===== src/verilog/tps_regs.svh =====
// tps_regs.svh: constants of the timer read-back synchroniser
// assumes: included by the package and by the design modules
`ifndef TPS_REGS_SVH
`define TPS_REGS_SVH

// ----------------------------------------------------------------
// read selectors
// ----------------------------------------------------------------
`define TPS_SEL_GPCNT 3'h0
`define TPS_SEL_CAP1 3'h1
`define TPS_SEL_CAP2 3'h2
`define TPS_SEL_WDT 3'h3
`define TPS_SEL_SYNC 3'h4
`define TPS_SEL_REV 3'h5
`define TPS_SEL_LAST 3'h5

// ----------------------------------------------------------------
// values and timing
// ----------------------------------------------------------------
`define TPS_WIDTH 32
`define TPS_ZERO 32'h0000_0000
`define TPS_ONE 32'h0000_0001
`define TPS_WDT_LOAD 32'hFFFF_FFFF
// arbitrary revision value, names no product
`define TPS_REV_VALUE 32'h0000_0A5A
// interface clock cycles that must pass after wake
`define TPS_IF_WAIT 2'h2
`define TPS_IF_ZERO 2'h0
`define TPS_IF_STEP 2'h1

`endif


===== src/verilog/tps_pkg.sv =====
// tps_pkg.sv: types of the timer read-back synchroniser
// assumes: tps_regs.svh is on the include path
`include "tps_regs.svh"

package tps_pkg;

  // wake guard, gray coded along sleep -> if wait -> fn wait -> ready
  typedef enum logic [1:0] {
    TPS_SLEEP = 2'b00,
    TPS_WAKE_IF = 2'b01,
    TPS_WAKE_FN = 2'b11,
    TPS_READY = 2'b10
  } tps_guard_t;

  // which value a read returns
  typedef enum logic [2:0] {
    TPS_RD_GPCNT = `TPS_SEL_GPCNT,
    TPS_RD_CAP1 = `TPS_SEL_CAP1,
    TPS_RD_CAP2 = `TPS_SEL_CAP2,
    TPS_RD_WDT = `TPS_SEL_WDT,
    TPS_RD_SYNC = `TPS_SEL_SYNC,
    TPS_RD_REV = `TPS_SEL_REV
  } tps_sel_t;

endpackage : tps_pkg


===== src/verilog/tps_shadow.sv =====
// tps_shadow.sv: one posted shadow word of the interface side
// assumes: single clock core_clk, async active-low reset
`timescale 1ns/1ps
`include "tps_regs.svh"

module tps_shadow (
  input wire logic core_clk,
  input wire logic rst_b,
  input wire logic loadEn,
  input wire logic [`TPS_WIDTH-1:0] liveVal,
  output logic [`TPS_WIDTH-1:0] heldVal
);
  import tps_pkg::*;

  logic [`TPS_WIDTH-1:0] held_reg;
  logic [`TPS_WIDTH-1:0] held_next;

  // follows the live word only while the interface clock runs
  always_comb begin
    held_next = loadEn ? liveVal : held_reg;
  end

  always_ff @(posedge core_clk or negedge rst_b) begin
    if (!rst_b) begin
      held_reg <= `TPS_ZERO;
    end else begin
      held_reg <= held_next;
    end
  end

  assign heldVal = held_reg;

endmodule : tps_shadow


===== src/verilog/tps_readback_sync.sv =====
// tps_readback_sync.sv: counters, captures and posted read-back with wake guard
// assumes: ifClkRun and funcClkTick are pins from other domains,
// everything else comes from logic on core_clk
`timescale 1ns/1ps
`include "tps_regs.svh"

// Notes on behaviour
// - posted general counter reads right after interface wake may be stale.
// - non-posted general counter reads are correct immediately after wake.
// - watchdog counter reads share the stale hazard after wake.
// - watchdog is always posted; no setting selects non-posted.
// - sync counter and revision are always posted, so stale after wake.
module tps_readback_sync (
  input wire logic core_clk,
  input wire logic rst_b,
  input wire logic ifClkRun,
  input wire logic funcClkTick,
  input wire logic postedMode,
  input wire logic captureOne,
  input wire logic captureTwo,
  input wire logic readReq,
  input wire tps_pkg::tps_sel_t readSel,
  output logic [`TPS_WIDTH-1:0] readData,
  output logic readAck,
  output logic readFresh,
  output logic syncReady
);
  import tps_pkg::*;

  // ----------------------------------------------------------------
  // pin synchronisers
  // ----------------------------------------------------------------
  logic [2:0] runSync_reg, runSync_next;
  logic [2:0] tickSync_reg, tickSync_next;
  logic ifActive_reg, ifActive_next;
  logic tickLvl_reg, tickLvl_next;
  logic tickDly_reg, tickDly_next;
  logic tickPast_reg, tickPast_next;
  logic tickPulse;

  // level changes once stages two and three agree
  always_comb begin
    runSync_next = {runSync_reg[1:0], ifClkRun};
    tickSync_next = {tickSync_reg[1:0], funcClkTick};
    ifActive_next = (runSync_reg[1] == runSync_reg[2]) ? runSync_reg[2] : ifActive_reg;
    tickLvl_next = (tickSync_reg[1] == tickSync_reg[2]) ? tickSync_reg[2] : tickLvl_reg;
    tickDly_next = tickLvl_reg;
    tickPast_next = tickPulse;
  end

  always_ff @(posedge core_clk or negedge rst_b) begin
    if (!rst_b) begin
      runSync_reg <= 3'h0;
      tickSync_reg <= 3'h0;
      ifActive_reg <= 1'b0;
      tickLvl_reg <= 1'b0;
      tickDly_reg <= 1'b0;
      tickPast_reg <= 1'b0;
    end else begin
      runSync_reg <= runSync_next;
      tickSync_reg <= tickSync_next;
      ifActive_reg <= ifActive_next;
      tickLvl_reg <= tickLvl_next;
      tickDly_reg <= tickDly_next;
      tickPast_reg <= tickPast_next;
    end
  end

  // one functional tick per rising edge of the filtered level
  assign tickPulse = tickLvl_reg & ~tickDly_reg;

  // ----------------------------------------------------------------
  // functional-domain counters
  // ----------------------------------------------------------------
  logic [`TPS_WIDTH-1:0] gpCnt_reg, gpCnt_next;
  logic [`TPS_WIDTH-1:0] cap1_reg, cap1_next;
  logic [`TPS_WIDTH-1:0] cap2_reg, cap2_next;
  logic [`TPS_WIDTH-1:0] wdtCnt_reg, wdtCnt_next;
  logic [`TPS_WIDTH-1:0] syncCnt_reg, syncCnt_next;

  // all counting happens on the functional tick only
  always_comb begin
    gpCnt_next = tickPulse ? gpCnt_reg + `TPS_ONE : gpCnt_reg;
    cap1_next = captureOne ? gpCnt_reg : cap1_reg;
    cap2_next = captureTwo ? gpCnt_reg : cap2_reg;
    wdtCnt_next = wdtCnt_reg;
    if (tickPulse) begin
      wdtCnt_next = (wdtCnt_reg == `TPS_ZERO) ? `TPS_WDT_LOAD : wdtCnt_reg - `TPS_ONE;
    end
    syncCnt_next = tickPulse ? syncCnt_reg + `TPS_ONE : syncCnt_reg;
  end

  always_ff @(posedge core_clk or negedge rst_b) begin
    if (!rst_b) begin
      gpCnt_reg <= `TPS_ZERO;
      cap1_reg <= `TPS_ZERO;
      cap2_reg <= `TPS_ZERO;
      wdtCnt_reg <= `TPS_WDT_LOAD;
      syncCnt_reg <= `TPS_ZERO;
    end else begin
      gpCnt_reg <= gpCnt_next;
      cap1_reg <= cap1_next;
      cap2_reg <= cap2_next;
      wdtCnt_reg <= wdtCnt_next;
      syncCnt_reg <= syncCnt_next;
    end
  end

  // ----------------------------------------------------------------
  // posted shadows, frozen while the interface clock is stopped
  // ----------------------------------------------------------------
  logic [`TPS_WIDTH-1:0] liveArr [0:`TPS_SEL_LAST];
  logic [`TPS_WIDTH-1:0] heldArr [0:`TPS_SEL_LAST];

  assign liveArr[`TPS_SEL_GPCNT] = gpCnt_reg;
  assign liveArr[`TPS_SEL_CAP1] = cap1_reg;
  assign liveArr[`TPS_SEL_CAP2] = cap2_reg;
  assign liveArr[`TPS_SEL_WDT] = wdtCnt_reg;
  assign liveArr[`TPS_SEL_SYNC] = syncCnt_reg;
  assign liveArr[`TPS_SEL_REV] = `TPS_REV_VALUE;

  // the stale window is exactly the frozen content of these shadows
  generate
    for (genvar i = 0; i <= `TPS_SEL_LAST; i++) begin : gShadow
      tps_shadow uShadow (
        .core_clk(core_clk),
        .rst_b(rst_b),
        .loadEn(ifActive_reg),
        .liveVal(liveArr[i]),
        .heldVal(heldArr[i])
      );
    end
  endgenerate

  // ----------------------------------------------------------------
  // wake guard
  // ----------------------------------------------------------------
  tps_guard_t guard_reg, guard_next;
  logic [1:0] ifCnt_reg, ifCnt_next;

  // two interface cycles, then one tick that the shadows have absorbed
  always_comb begin
    guard_next = guard_reg;
    ifCnt_next = ifCnt_reg;
    case (guard_reg)
      TPS_SLEEP: begin
        ifCnt_next = `TPS_IF_ZERO;
        if (ifActive_reg) begin
          guard_next = TPS_WAKE_IF;
        end
      end
      TPS_WAKE_IF: begin
        if (ifCnt_reg == `TPS_IF_WAIT - `TPS_IF_STEP) begin
          guard_next = TPS_WAKE_FN;
        end else begin
          ifCnt_next = ifCnt_reg + `TPS_IF_STEP;
        end
      end
      TPS_WAKE_FN: begin
        // waits for the tick one cycle back so the shadow already holds it
        if (tickPast_reg) begin
          guard_next = TPS_READY;
        end
      end
      TPS_READY: begin
        guard_next = TPS_READY;
      end
      default: begin
        guard_next = TPS_SLEEP;
      end
    endcase
    if (!ifActive_reg) begin
      guard_next = TPS_SLEEP;
    end
  end

  always_ff @(posedge core_clk or negedge rst_b) begin
    if (!rst_b) begin
      guard_reg <= TPS_SLEEP;
      ifCnt_reg <= `TPS_IF_ZERO;
    end else begin
      guard_reg <= guard_next;
      ifCnt_reg <= ifCnt_next;
    end
  end

  assign syncReady = (guard_reg == TPS_READY);

  // ----------------------------------------------------------------
  // read port
  // ----------------------------------------------------------------
  logic [`TPS_WIDTH-1:0] rdData_reg, rdData_next;
  logic rdAck_reg, rdAck_next;
  logic rdFresh_reg, rdFresh_next;
  logic selPosted;
  logic selValid;
  logic [2:0] rdIdx;

  // watchdog, sync counter and revision ignore postedMode
  always_comb begin
    rdIdx = readSel;
    selValid = (rdIdx <= `TPS_SEL_LAST);
    selPosted = postedMode || (rdIdx >= `TPS_SEL_WDT);
    rdAck_next = readReq;
    rdData_next = rdData_reg;
    rdFresh_next = rdFresh_reg;
    if (readReq) begin
      if (!selValid) begin
        rdData_next = `TPS_ZERO;
        rdFresh_next = 1'b1;
      end else if (selPosted) begin
        rdData_next = heldArr[rdIdx];
        rdFresh_next = syncReady;
      end else begin
        rdData_next = liveArr[rdIdx];
        rdFresh_next = 1'b1;
      end
    end
  end

  always_ff @(posedge core_clk or negedge rst_b) begin
    if (!rst_b) begin
      rdData_reg <= `TPS_ZERO;
      rdAck_reg <= 1'b0;
      rdFresh_reg <= 1'b0;
    end else begin
      rdData_reg <= rdData_next;
      rdAck_reg <= rdAck_next;
      rdFresh_reg <= rdFresh_next;
    end
  end

  assign readData = rdData_reg;
  assign readAck = rdAck_reg;
  assign readFresh = rdFresh_reg;

  // ----------------------------------------------------------------
  // checks
  // ----------------------------------------------------------------
  a_guard_sleeps: assert property (@(posedge core_clk) disable iff (!rst_b)
    !ifActive_reg |=> guard_reg == TPS_SLEEP)
    else $error("guard not asleep after interface stop");

  a_if_wait_two: assert property (@(posedge core_clk) disable iff (!rst_b)
    (guard_reg == TPS_SLEEP && ifActive_reg) ##1 ifActive_reg |=> guard_reg == TPS_WAKE_IF)
    else $error("interface wait shorter than two cycles");

  a_ready_after_tick: assert property (@(posedge core_clk) disable iff (!rst_b)
    (guard_reg == TPS_WAKE_FN) ##1 (guard_reg == TPS_READY) |-> $past(tickPast_reg))
    else $error("ready without a functional tick");

  a_nonposted_direct: assert property (@(posedge core_clk) disable iff (!rst_b)
    readReq && !postedMode && rdIdx <= `TPS_SEL_CAP2 |=> readFresh && readData == $past(liveArr[rdIdx]))
    else $error("non-posted read not current");

  a_posted_stale: assert property (@(posedge core_clk) disable iff (!rst_b)
    readReq && postedMode && rdIdx <= `TPS_SEL_CAP2 && !syncReady |=> readAck && !readFresh)
    else $error("posted read trusted before wake wait");

  a_wdt_posted: assert property (@(posedge core_clk) disable iff (!rst_b)
    readReq && rdIdx == `TPS_SEL_WDT && !syncReady |=> !readFresh && readData == $past(heldArr[`TPS_SEL_WDT]))
    else $error("watchdog read not posted");

  a_sync_posted: assert property (@(posedge core_clk) disable iff (!rst_b)
    readReq && (rdIdx == `TPS_SEL_SYNC || rdIdx == `TPS_SEL_REV) && !syncReady |=> !readFresh)
    else $error("sync timer read trusted too early");

  a_ready_current: assert property (@(posedge core_clk) disable iff (!rst_b)
    readReq && syncReady && selValid && !$past(tickPulse) && !$past(captureOne) && !$past(captureTwo)
      |=> readFresh && readData == $past(liveArr[rdIdx]))
    else $error("read after wake wait not current");

endmodule : tps_readback_sync


===== config.mk =====
export PLATFORM = sky130hd
export DESIGN_NAME = tps_readback_sync
export DESIGN_NICKNAME = d
export VERILOG_FILES = /design/src/verilog/tps_pkg.sv /design/src/verilog/tps_shadow.sv /design/src/verilog/tps_readback_sync.sv
export VERILOG_INCLUDE_DIRS = /design/src /design/src/verilog
export SDC_FILE = /design/constraint.sdc
export NUM_CORES = 1
export LEC_CHECK = 0
export ABC_AREA = 0
export BUFFER_PORTS_ARGS = -buffer_cell sky130_fd_sc_hd__buf_2
export CAP_MARGIN = 20
export CORE_ASPECT_RATIO = 0.8
export CORE_UTILIZATION = 45
export CTS_CLUSTER_SIZE = 16
export DETAILED_ROUTE_END_ITERATION = 8
export PLACE_DENSITY = 0.66
export SLEW_MARGIN = 10
export SYNTH_ARGS = -nofsm -noshare
export SYNTH_HDL_FRONTEND = slang
export SYNTH_SLANG_ARGS = --single-unit
export TNS_END_PERCENT = 5

===== constraint.sdc =====
create_clock -name core_clk -period 2.4 [get_ports core_clk]
set_input_delay 0.24 -clock core_clk [delete_from_list [all_inputs] [get_ports core_clk]]
set_output_delay 0.24 -clock core_clk [all_outputs]
set_load 0.02 [all_outputs]

==> results by group <==
Finish
  • Final core utilization: 52.6%
  • Fraction of layout cells with a size suffix above 1: 30.1%
  • # nets final: 1428
  • Filler cells: 3042
  • P&R area growth vs syn: 13.9%
  • Diode count: 0
  • Post-route cell area: 19100 µm²
  • Max reg flops: 161

Worst setup path
  • Slowest-stage cell, CP: or4_1
  • Setup CP Type: reg -> reg
  • Slowest stage delay, CP: 0.75 ns
  • Critical-path cell list: ha_1, nand3_1, or4_1, nor4_1, xnor2_1
  • CP Max Fanout: 11
  • Critical Path End Type: flop
  • CP Launch Type: flop
  • Critical Path AT: 2.62 ns
  • CP required: 2.85 ns

Synthesis
  • Avg Cell Area, Syn: 12.4 µm²
  • Post-synth EDFFs: 0
  • Net Count, Synth: 1369
  • Post-Syn Area: 16800 µm²
  • Synth Flop Type: dfrtp_1
  • Register area share after synthesis: 55.3%
  • Asr flop ratio synth: 100%
  • Mapped Cells: 1353
  • Cell variety after synth: 59
  • Yosys top cell by area: dfrtp_1
  • Commonest cells post-synth: dfrtp_1, mux2_2, nand2_1, o21ai_0, mux2i_1
  • Synth warn: 0
  • Post-synth top area share: 50.3%
  • Top-count cell post-synth: dfrtp_1
  • Ranking of synthesized cells by area: dfrtp_1, mux2_2, dfstp_2
  • Yosys reg bits: 369

STA
  • Max Transition Viols Final: 0
  • Fmax: 0.461 GHz
  • Crit path time final: 2.17 ns
  • Post-Route Setup TNS: 0 ns
  • Max_slew headroom: 51.1%
  • Final period util: 90.4%
  • Slew @ Worst Pin: 0.733 ns
  • Setup WS post-layout: 0.230 ns
  • Hold Fails Final Rpt: 0
  • Final setup vio count: 0
  • Worst Skew: 0.0207 ns
  • RSZ-0062 raised after global routing: false

Routing
  • Vias post-DR: 10.6k
  • DRC Markers: 0
  • WL per Instance: 19.4 µm
  • Pre-Repair DR Iteration Count: 5
  • Drt total wl: 37100 µm
  • Post-route ant nets: 0
  • Number of vias per cell: 5.54
  • Iter 0 DRT Violations: 755

Clock network
  • Clk_lat worst skew: 0.53 ns
  • Cts bufs inserted: 38
  • Setup Fix Bufs, Post-CTS: 0
  • H-tree depth: 2
  • Clk root buf: clkbuf_16
  • Clk pin slew, worst setup/hold paths: 0.06 ns
  • CTS tree: built
  • # clock sinks: 369
  • Clock Path Buffers: 3

Die
  • Die W: 218 µm
  • Initial Utilization: 46.2%
  • Core ar.: 36300 µm²
  • IO Pins: 46
  • Die Y: 175 µm
  • Row cnt: 62
  • DIE AREA: 38100 µm²

Global routing
  • GRT Overall Usage: 20.3%
  • Global-route wire length before repair: 61400 µm
  • Initial antenna violation count: 0
  • Overflow after GRT: 0
  • Vias in the first global route: 10.8k
  • Pin count of the biggest net entering global routing: 80

Placement
  • Final RePlAce weighted congestion: 0.826
  • Post-DP Area: 17800 µm²
  • Post-detail-place hpwl: 25000 µm
  • Worst slack, placed: 0.246 ns
  • Number of port buffers: 45

Worst hold path
  • HP Class: in -> reg

Power
  • NetSw: 4.17 mW
  • Static leakage: 8.87 nW
  • Reg power frac: 48.4%
  • Worst-case vdd ir drop: 0.000512 V
  • Sw Ratio: 26.5%
  • Clk pwr share: 38.2%
  • Comb pwr share: 13.4%
  • Pint: 11.6 mW
  • Power density over the cells: 824 nW/µm²

Status
  • Outcome: complete, no violations

Job
  • MaxCap Viol Count: 0
## timing repair
| item | CTS | global route |
|---|---|---|
| hold buffers | 3 | 0 |
| hold endpoints to repair | 48 | 0 |
| gates resized for setup | 0 | 0 |
## power groups by stage
stage,combinational [mW],clock (mW),sequential [mW]
detailed placement,2.12,0,7.72
floorplan,1.45,0,7.55
CTS,2.13,6.15,7.61
finish,2.11,6.01,7.61
global placement,2.08,0,7.68
global route,2.33,6.42,7.73
## final timing paths
kind                                 from                              to  slack [ns]  cells after the start
hold / removal                 readSel[2]                    readData[30]        0.14                      4
max in group asynchronous           rst_b                   wdtCnt_reg[8]        1.36                      3
setup / recovery           syncCnt_reg[0]                 syncCnt_reg[26]        0.23                      5
hold reg to reg            runSync_reg[0]                  runSync_reg[1]        0.35                      0
setup reg to reg           syncCnt_reg[0]                 syncCnt_reg[26]        0.23                      5
min in group asynchronous           rst_b  gShadow[4].uShadow.heldVal[29]        0.23                      2
## final cells by class
type	count	area, µm²	area share, %
inverters	46	173	0.904
flip-flops and latches	369	9280	48.6
well taps	480	601	3.14
clock inverters	8	140	0.733
multi-input cells	856	7020	36.7
repair buffers	101	768	4.02
clock buffers	59	1130	5.92
## cell families after synthesis
kind of cell               count (synthesis)  share of synthesized area, %
adders and majority gates                  7                         0.492
muxes                                    297                          21.5
AOI/OAI and AO/OA                        165                          5.69
DFF                                      369                          55.3
xor gates and xnor gates                  70                          3.65
buffers and inverters                    128                          2.95
and+or+nand+nor                          317                          10.4
## per-stage QoR
step,total power [mW],std cells,hold slack [ns]
5_1_grt,16.5,1919,0.177
6_report,15.7,1919,0.141
2_1_floorplan,9.00,1353,-0.0556
3_5_place_dp,9.84,1849,0.199
3_3_place_gp,9.76,1849,0.199
4_1_cts,15.9,1919,0.116
## layout by cell type (no fill, tap or decap), types with 16 or more instances in the layout
cell	Yosys	routed
dfrtp_1	337	336
mux2_2	201	201
nand2_1	96	96
o21ai_0	92	92
mux2i_1	65	65
xnor2_1	54	54
buf_4	0	47
inv_1	45	45
buf_2	6	42
clkbuf_16	0	39
nand3_1	35	35
nor2b_1	34	33
dfstp_2	32	32
mux4_2	31	31
nand4_1	30	30
a21oi_1	27	27
nor3_1	20	20
nor2_1	19	19
xor2_1	16	16
## metal layers
metal / track usage (%) / wire, µm / vias to the layer above
met3: 2.75 / 1330 / 46
met4: 4.98 / 580 / 0
met5: 0 / 0 / -
li1: - / - / 4974
met2: 29.9 / 16500 / 172
met1: 31.6 / 18700 / 5436
## worst max-delay path: cells and delay by family (launching register included)
family / cells / cell delay [ns]
and+or+nand+nor: 3 / 1.29
DFF: 1 / 0.43
adders and majority gates: 1 / 0.19
xor gates and xnor gates: 1 / 0.16
No activity file was read; power rests on OpenSTA's default activity.
